[src/watchdog_consts.vh]
`ifndef WATCHDOG_CONSTS_VH
`define WATCHDOG_CONSTS_VH
// ----------------------------------------
// register map (byte addresses)
// ----------------------------------------
`define ADDR_MODE 4'h0
`define ADDR_COMMAND 4'h4
`define ADDR_NMI_FLAGS 4'h8
`define ADDR_IRQ_STATUS 4'hc
`define ADDR_IRQ_CLEAR 4'h0
`define ADDR_IRQ_ENABLE 4'h4
`define ADDR_MISC_BASE 8'h10
// ----------------------------------------
// mode register fields
// ----------------------------------------
`define MODE_ENABLE_BIT 7
`define MODE_PERIOD_HI 6
`define MODE_PERIOD_LO 4
`define MODE_IDLE_BIT 2
`define MODE_ACTION_BIT 1
`define MODE_RESET_VALUE 8'h82
`define MODE_WRITE_MASK 8'hf6
// ----------------------------------------
// command codes
// ----------------------------------------
`define CODE_DISABLE 8'hb1
`define CODE_CLEAR 8'h4e
// ----------------------------------------
// timing
// ----------------------------------------
`define PERIOD_EXP_BASE 15
`define PERIOD_EXP_STEP 2
`define PERIOD_MAX_CODE 3'h5
`define RESET_HOLD_STATES 32
// ----------------------------------------
// status bits
// ----------------------------------------
`define STAT_TIMEOUT 0
`define STAT_RESET 1
`define NMI_WDT_FLAG 0
`endif

[src/watchdog_timer_nmi_reset.v]
// Implementation choice: the Wishbone register port.
`timescale 1ns/1ns
`include "watchdog_consts.vh"
module watchdog_timer_nmi_reset #(
    parameter CNT_W = 25
) (
    input wire CLK,
    input wire RST,
    input wire WB_CYC_I,
    input wire WB_STB_I,
    input wire WB_WE_I,
    input wire [7:0] WB_ADR_I,
    input wire [3:0] WB_SEL_I,
    input wire [31:0] WB_DAT_I,
    output reg [31:0] WB_DAT_O,
    output reg WB_ACK_O,
    input wire IDLE_MODE,
    input wire DEBUG_MODE,
    output reg NMI_REQ,
    output reg SYS_RESET_REQ,
    output reg CLOCK_SEL_UNDIV,
    output reg TIMEOUT_OUT_N,
    output reg IRQ
);
// ----------------------------------------
// input synchronisers
// ----------------------------------------
reg idle_meta_reg;
reg idle_sync_reg;
reg dbg_meta_reg;
reg dbg_sync_reg;
// mode levels come from other logic, so two stages each
always @(posedge CLK or posedge RST) begin
    if (RST) begin
        idle_meta_reg <= 1'b0;
        idle_sync_reg <= 1'b0;
    end else begin
        idle_meta_reg <= IDLE_MODE;
        idle_sync_reg <= idle_meta_reg;
    end
end
always @(posedge CLK or posedge RST) begin
    if (RST) begin
        dbg_meta_reg <= 1'b0;
        dbg_sync_reg <= 1'b0;
    end else begin
        dbg_meta_reg <= DEBUG_MODE;
        dbg_sync_reg <= dbg_meta_reg;
    end
end
// ----------------------------------------
// bus decode
// ----------------------------------------
localparam [7:0] MISC_BASE = `ADDR_MISC_BASE;
localparam [7:0] MODE_ADDR = {4'h0, `ADDR_MODE};
localparam [7:0] CMD_ADDR = {4'h0, `ADDR_COMMAND};
localparam [7:0] NMI_ADDR = {4'h0, `ADDR_NMI_FLAGS};
localparam [7:0] STAT_ADDR = {4'h0, `ADDR_IRQ_STATUS};
localparam [7:0] ICLR_ADDR = {MISC_BASE[7:4], `ADDR_IRQ_CLEAR};
localparam [7:0] IEN_ADDR = {MISC_BASE[7:4], `ADDR_IRQ_ENABLE};
wire bus_req;
wire wr_req;
wire wr_mode;
wire wr_cmd;
wire wr_iclr;
wire wr_ien;
wire wr_nmi;
wire rd_req;
wire [7:0] cmd;
// ack high blocks a second take of the same request
assign bus_req = WB_CYC_I & WB_STB_I & ~WB_ACK_O;
// only the low byte carries meaning, so only its lane enables writes
assign wr_req = bus_req & WB_WE_I & WB_SEL_I[0];
assign wr_mode = wr_req & (WB_ADR_I == MODE_ADDR);
assign wr_cmd = wr_req & (WB_ADR_I == CMD_ADDR);
assign wr_iclr = wr_req & (WB_ADR_I == ICLR_ADDR);
assign wr_ien = wr_req & (WB_ADR_I == IEN_ADDR);
assign wr_nmi = wr_req & (WB_ADR_I == NMI_ADDR);
assign rd_req = bus_req & ~WB_WE_I;
assign cmd = WB_DAT_I[7:0];
// ----------------------------------------
// mode and enable
// ----------------------------------------
localparam [1:0] ST_RUN = 2'b01;
localparam [1:0] ST_OFF = 2'b10;
reg [7:0] mode_reg;
reg [7:0] mode_next;
reg [1:0] state_reg;
reg [1:0] state_next;
wire enable_bit;
wire [2:0] period_sel;
wire idle_run;
wire action_rst;
wire running;
wire code_clear;
wire code_disable;
assign enable_bit = mode_reg[`MODE_ENABLE_BIT];
assign period_sel = mode_reg[`MODE_PERIOD_HI:`MODE_PERIOD_LO];
assign idle_run = mode_reg[`MODE_IDLE_BIT];
assign action_rst = mode_reg[`MODE_ACTION_BIT];
assign running = (state_reg == ST_RUN);
assign code_clear = wr_cmd & (cmd == `CODE_CLEAR);
// enable bit must read 0 first, so one stray write cannot stop us
assign code_disable = wr_cmd & (cmd == `CODE_DISABLE) & ~enable_bit;
always @* begin
    mode_next = mode_reg;
    if (wr_mode) begin
        mode_next = WB_DAT_I[7:0] & `MODE_WRITE_MASK;
    end
end
always @* begin
    state_next = state_reg;
    case (state_reg)
        ST_RUN: begin
            if (code_disable) begin
                state_next = ST_OFF;
            end
        end
        ST_OFF: begin
            if (wr_mode & WB_DAT_I[`MODE_ENABLE_BIT]) begin
                state_next = ST_RUN;
            end
        end
        default: begin
            state_next = ST_RUN;
        end
    endcase
end
always @(posedge CLK or posedge RST) begin
    if (RST) begin
        mode_reg <= `MODE_RESET_VALUE;
        state_reg <= ST_RUN;
    end else begin
        mode_reg <= mode_next;
        state_reg <= state_next;
    end
end
// ----------------------------------------
// binary counter
// ----------------------------------------
localparam [4:0] EXP_0 = `PERIOD_EXP_BASE;
localparam [4:0] EXP_1 = `PERIOD_EXP_BASE + `PERIOD_EXP_STEP;
localparam [4:0] EXP_2 = `PERIOD_EXP_BASE + 2 * `PERIOD_EXP_STEP;
localparam [4:0] EXP_3 = `PERIOD_EXP_BASE + 3 * `PERIOD_EXP_STEP;
localparam [4:0] EXP_4 = `PERIOD_EXP_BASE + 4 * `PERIOD_EXP_STEP;
localparam [4:0] EXP_5 = `PERIOD_EXP_BASE + 5 * `PERIOD_EXP_STEP;
reg [CNT_W-1:0] count_reg;
reg [CNT_W-1:0] count_next;
reg [CNT_W-1:0] limit;
reg [4:0] limit_exp;
wire [2:0] sel_eff;
wire halted;
wire overflow;
assign sel_eff = (period_sel > `PERIOD_MAX_CODE) ?
    `PERIOD_MAX_CODE : period_sel; // prohibited codes use longest
assign halted = dbg_sync_reg |
    (idle_sync_reg & ~idle_run);
assign overflow = running & ~halted & (count_reg == limit);
always @* begin
    case (sel_eff)
        3'h0: limit_exp = EXP_0;
        3'h1: limit_exp = EXP_1;
        3'h2: limit_exp = EXP_2;
        3'h3: limit_exp = EXP_3;
        3'h4: limit_exp = EXP_4;
        3'h5: limit_exp = EXP_5;
        default: limit_exp = EXP_5;
    endcase
end
always @* begin
    // ones below the chosen bit give 2^n-1, also when n equals CNT_W
    limit = ~({CNT_W{1'b1}} << limit_exp);
end
// counts only while running and not halted
always @* begin
    count_next = count_reg;
    if (code_clear | code_disable | overflow) begin
        count_next = {CNT_W{1'b0}};
    end else if (running & ~halted) begin
        count_next = count_reg + {{(CNT_W-1){1'b0}}, 1'b1};
    end
end
always @(posedge CLK or posedge RST) begin
    if (RST) begin
        count_reg <= {CNT_W{1'b0}};
    end else begin
        count_reg <= count_next;
    end
end
// ----------------------------------------
// overflow actions
// ----------------------------------------
localparam [5:0] HOLD_INIT = `RESET_HOLD_STATES;
localparam [5:0] HOLD_STEP = 6'h01;
wire act_irq;
wire act_rst;
reg [5:0] hold_reg;
reg [5:0] hold_next;
reg nmi_flag_reg;
assign act_irq = overflow & ~action_rst;
assign act_rst = overflow & action_rst;
// hold counted here since the request resets the rest externally
always @* begin
    hold_next = hold_reg;
    if (act_rst) begin
        hold_next = HOLD_INIT;
    end else if (hold_reg != 6'h00) begin
        hold_next = hold_reg - HOLD_STEP;
    end
end
always @(posedge CLK or posedge RST) begin
    if (RST) begin
        hold_reg <= 6'h00;
        SYS_RESET_REQ <= 1'b0;
        CLOCK_SEL_UNDIV <= 1'b0;
    end else begin
        hold_reg <= hold_next;
        // request stands while the hold count is not used up
        SYS_RESET_REQ <= (hold_next != 6'h00);
        CLOCK_SEL_UNDIV <= (hold_next != 6'h00);
    end
end
// one-cycle pulse per timeout when the action bit selects interrupt, none in reset action
always @(posedge CLK or posedge RST) begin
    if (RST) begin
        NMI_REQ <= 1'b0;
    end else begin
        NMI_REQ <= act_irq;
    end
end
always @(posedge CLK or posedge RST) begin
    if (RST) begin
        TIMEOUT_OUT_N <= 1'b1;
    end else if (act_irq) begin
        TIMEOUT_OUT_N <= 1'b0;
    end else if (code_clear) begin
        TIMEOUT_OUT_N <= 1'b1;
    end
end
// set wins over a software clear in the same cycle
always @(posedge CLK or posedge RST) begin
    if (RST) begin
        nmi_flag_reg <= 1'b0;
    end else if (act_irq) begin
        nmi_flag_reg <= 1'b1;
    end else if (wr_nmi & WB_DAT_I[`NMI_WDT_FLAG]) begin
        nmi_flag_reg <= 1'b0;
    end
end
// ----------------------------------------
// interrupt status
// ----------------------------------------
reg [1:0] stat_reg;
reg [1:0] ien_reg;
// bit 0 timeout interrupt, bit 1 reset request
wire [1:0] events = {act_rst, act_irq};
genvar i;
generate
for (i = 0; i < 2; i = i + 1) begin : g_stat
    always @(posedge CLK or posedge RST) begin
        if (RST) begin
            stat_reg[i] <= 1'b0;
        end else if (events[i]) begin
            stat_reg[i] <= 1'b1;
        end else if (wr_iclr & WB_DAT_I[i]) begin
            stat_reg[i] <= 1'b0;
        end
    end
end
endgenerate
always @(posedge CLK or posedge RST) begin
    if (RST) begin
        ien_reg <= 2'h0;
    end else if (wr_ien) begin
        ien_reg <= WB_DAT_I[1:0];
    end
end
// registered so the level output never glitches
always @(posedge CLK or posedge RST) begin
    if (RST) begin
        IRQ <= 1'b0;
    end else begin
        IRQ <= |(stat_reg & ien_reg);
    end
end
// ----------------------------------------
// read mux and ack
// ----------------------------------------
reg [31:0] rd_data;
reg [31:0] rd_next;
always @* begin
    rd_data = 32'h0000_0000;
    case (WB_ADR_I)
        MODE_ADDR: rd_data = {24'h00_0000, mode_reg};
        NMI_ADDR: rd_data = {31'h0000_0000, nmi_flag_reg};
        STAT_ADDR: rd_data = {30'h0000_0000, stat_reg};
        IEN_ADDR: rd_data = {30'h0000_0000, ien_reg};
        // command and clear registers are write-only and read 0
        default: rd_data = 32'h0000_0000;
    endcase
end
always @* begin
    rd_next = 32'h0000_0000;
    if (rd_req) begin
        rd_next = rd_data;
    end
end
always @(posedge CLK or posedge RST) begin
    if (RST) begin
        WB_ACK_O <= 1'b0;
    end else begin
        WB_ACK_O <= bus_req;
    end
end
always @(posedge CLK or posedge RST) begin
    if (RST) begin
        WB_DAT_O <= 32'h0000_0000;
    end else begin
        WB_DAT_O <= rd_next;
    end
end
endmodule // watchdog_timer_nmi_reset

[config.mk]
export PLATFORM = sky130hd
export DESIGN_NAME = watchdog_timer_nmi_reset
export DESIGN_NICKNAME = d
export VERILOG_FILES = /design/src/watchdog_timer_nmi_reset.v
export VERILOG_INCLUDE_DIRS = /design/src /design/src/src
export SDC_FILE = /design/constraint.sdc
export NUM_CORES = 1
export LEC_CHECK = 0
export ABC_CLOCK_PERIOD_IN_PS = 2500
export BUFFER_PORTS_ARGS = -buffer_cell sky130_fd_sc_hd__buf_2
export CORE_ASPECT_RATIO = 0.75
export CORE_MARGIN = 10
export CORE_UTILIZATION = 48
export DETAILED_ROUTE_END_ITERATION = 7
export PLACE_DENSITY = 0.84
export SYNTH_ARGS = -nofsm -noshare
export SYNTH_HDL_FRONTEND = slang
export SYNTH_SLANG_ARGS = --single-unit
[constraint.sdc]
create_clock -name CLK -period 2.5 [get_ports CLK]
set_input_delay 0 -clock CLK [delete_from_list [all_inputs] [get_ports CLK]]
set_output_delay 0 -clock CLK [all_outputs]
set_load 0.01 [all_outputs]
==> impl_summary.txt <==
----------------------------------------------------
[Status]
  Outcome ... finished, violations left
  Failing checks ... setup timing

[CTS]
  Number of levels the H-tree was split into ... 3
  Clk_lat worst skew ... 0.36 ns
  CTS root buffer ... clkbuf_8
  CTS tree ... done
  Maximum buffer depth of the clock tree ... 2
  Cts bufs inserted ... 9
  Clk pin slew, worst setup/hold paths ... 0.08 ns
  Total number of clock tree sinks ... 60

[Die]
  Starting Density ... 50.0%
  Area inside the core boundary ... 6860 sq um
  Std cell rows ... 26
  Horizontal die dimension ... 118 um
  Die area ... 11000 sq um
  Floorplan die height ... 93.2 um
  Number of top-level pins ... 89

[Logic synthesis]
  Main flop type after synthesis ... dfrtp_1
  Number of warnings printed during yosys synthesis ... 0
  Synthesized instance count ... 337
  Yosys top cell area share ... 40.9%
  Compound-Gate Fraction of Synth Area ... 4.74%
  Most area-consuming cells after synthesis ... dfrtp_1, buf_4, xnor2_1
  Adder-cell share of the synthesized area ... 2.19%
  Mean instance size in the synthesized netlist ... 10.2 sq um
  Register area share after synthesis ... 43.9%
  Cell with the most instances after synthesis ... dfrtp_1
  Number of register bits inferred by synthesis ... 60
  Multiplexer share of the synthesized area ... 4.34%
  Synthesized cell area ... 3430 sq um
  Number of distinct standard cells referenced by the synthesized netlist ... 54
  Post-synthesis share of cell area spent on xor and xnor gates ... 7.15%
  List of most frequent post-synthesis cells ... dfrtp_1, nor3_1, buf_4, nand2_1, nor2_1
  Fraction of registers with async set or reset after synthesis ... 100%
  Post-synth EDFFs ... 0
  Largest area contributor in the netlist ... dfrtp_1
  Simple-gate share of the synthesized area ... 29.5%
  Dominant combinational cell family by area after synthesis ... simple AND/OR/NAND/NOR gates

[Global routing]
  Busiest grt layer ... met2
  Initial antenna violation count ... 0
  Wire length of the first global-routing pass ... 14000 um
  Largest net degree at the start of global routing ... 46
  Via count of the first global-routing pass ... 2772
  GR Layer Usage met3 ... 5.17%
  Grt met2 use ... 26.1%
  Residual overflow from global routing ... 0
  Overall track demand over capacity in global routing ... 15.6%
  M1 GR Usage ... 18.3%

[Power and ir drop]
  NetSw ... 0.634 mW
  Pwr Density ... 576 nW/um^2
  Share of total power in sequential cells ... 44.2%
  Static leakage power ... 1.99 nW
  Int Pwr ... 1.84 mW
  Part of the total power dissipated in combinational logic ... 11.3%
  Maximum resistive drop on vdd ... 424 uV
  Share of total power consumed by net switching ... 25.6%
  Power share of the clock group ... 44.5%

[Critical path]
  Critical Path End Type ... flip-flop
  Worst Path Max Fanout ... 7
  Setup slack on the worst flop-to-flop path ... -0.1 ns
  Beginning of the worst register-to-register path ... mode_reg[5]
  Class of the most critical setup path ... reg2reg
  Setup crit start kind ... flip-flop
  Critical Path Source ... mode_reg[5]
  Register-to-Register Path Depth ... 12
  Worst R2R End ... count_reg[23]
  Capture point of the worst path ... count_reg[23]
  Required time of the critical path ... 2.72 ns
  Arrival time worst endpoint ... 2.82 ns

[Placed design]
  Count of placed standard cells including taps ... 473
  RePlAce Congestion ... 0.918
  Worst-case setup slack after placement ... -0.122 ns
  Total of buffers placed on input and output ports ... 36
  Post-detailed-placement half-perimeter wirelength ... 5670 um

[Routing]
  Average wire per cell in the routed design ... 17.4 um
  Vias/cell ... 5.51
  Starting DRT DRC Count ... 295
  Count of unresolved DRC violations after routing ... 0
  DR pass1 iterations ... 6
  Total routed wirelength ... 8920 um
  Antenna Violating Nets Remaining ... 0
  Vias post-DR ... 2823

[STA]
  Period minus WS final ... 2.60 ns
  Final Slew Violations ... 0
  Highest achievable clock rate ... 0.385 GHz
  Final hold violations ... 0
  Remaining max-slew budget at the tightest pin ... 39.8%
  Number of endpoints failing setup at the final stage ... 25
  Final hold slack ... 0.0475 ns
  Setup repair after global routing missed its margin ... true
  Share of the cycle needed by the critical path after routing ... 104%
  Final worst clock skew ... 0.0157 ns
  Worst Max-Slew Pin Slew ... 0.902 ns
  Setup slack after layout ... -0.0992 ns

[Cells and area]
  Synth-to-Final Area Change ... 25.1%
  Utilization after layout ... 62.5%
  Total inserted antenna cells ... 0
  Share of layout cells above drive strength 1 ... 30.9%
  Final cell count without fillers ... 512
  Max reg flops ... 25
  # nets final ... 466

[Worst hold path]
  Path type of the worst min-delay path ... in2reg
  Startpoint of the lowest-slack hold path ... WB_DAT_I[3]

[Flow run]
  Number of violations of the max-capacitance limit ... 0

----------------------------------------------------
[cells in the final DEF (no fill, tap or decap), drive strengths merged, types with 10 or more instances in the layout]
cell type     n
dlygate4sd3  12
xnor2        20
nand3        12
nand2        26
nand4        10
nor3         41
conb         25
buf          58
and2         10
nor2         22
dfrtp        56
clkbuf       12
[stage by stage]
| stage | cell area [sq um] | TNS, ns | total power [mW] |
|---|---|---|---|
| floorplan | 3560 | -0.906 | 1.30 |
| global placement | 3720 | 0 | 1.34 |
| detailed placement | 3720 | -2.78 | 1.35 |
| CTS | 4250 | -1.09 | 2.48 |
| global route | 4290 | -5.69 | 2.58 |
| finish | 4290 | -1.59 | 2.47 |
[cell families after synthesis]
kind of cell             after synthesis
AND/OR/NAND/NOR                      166
flip-flops                            60
buffers and inverters                 42
XOR/XNOR                              28
AO/OA/AOI/OAI                         21
multiplexers                          13
adder cells (fa/ha/maj)                6
other                                  1
[what timing repair did]
item,4_1_cts,5_1_grt
hold buffers,12,0
pin swaps,0,2
hold endpoints to repair,53,0
gates resized for setup,9,7
endpoints found under the setup margin,36,37
cloned,2,1
buffers inserted,5,4
[metal layers]
metal / wire length [um] / part of all wire, %
met1: 3560 / 40
met3: 649 / 7.3
met4: 320 / 3.6
met5: 0 / 0
met2: 4390 / 49
[layout make-up]
class	instances	area (sq um)
clock inverters	5	108
inverters	8	30.0
well taps	98	123
multi-input cells	259	1840
clock buffers	11	141
repair buffers	71	539
fillers	545	2570
flip-flops and latches	60	1510
[worst max-delay path, cell delays in order (launching register included)]
cell and delay (ns):
dfrtp_1 0.42, or3_4 0.42, nand2_4 0.08, inv_2 0.04, ha_4 0.20, or3_1 0.32
a21boi_2 0.19, o2111ai_4 0.15, nor4_4 0.19, buf_4 0.19, buf_12 0.10, buf_12 0.11
nor3_1 0.06
[worst min path at each step]
stage	endpoint	slack, ns	depth (start not counted)
after floorplan	dbg_meta_reg	0.03	0
after global placement	idle_meta_reg	0.11	1
after detailed placement	idle_meta_reg	0.11	1
after CTS	state_reg[0]	0.03	4
after global routing	state_reg[0]	0.04	4
final	state_reg[0]	0.05	4
[power by group through the flow]
stage,Combinational (mW),Sequential (mW),Clock (mW)
final,0.279,1.09,1.10
after CTS,0.271,1.09,1.11
after detailed placement,0.244,1.11,0
after global routing,0.309,1.11,1.16
after floorplan,0.206,1.09,0
after global placement,0.238,1.10,0
No activity file was read; power rests on OpenSTA's default activity.
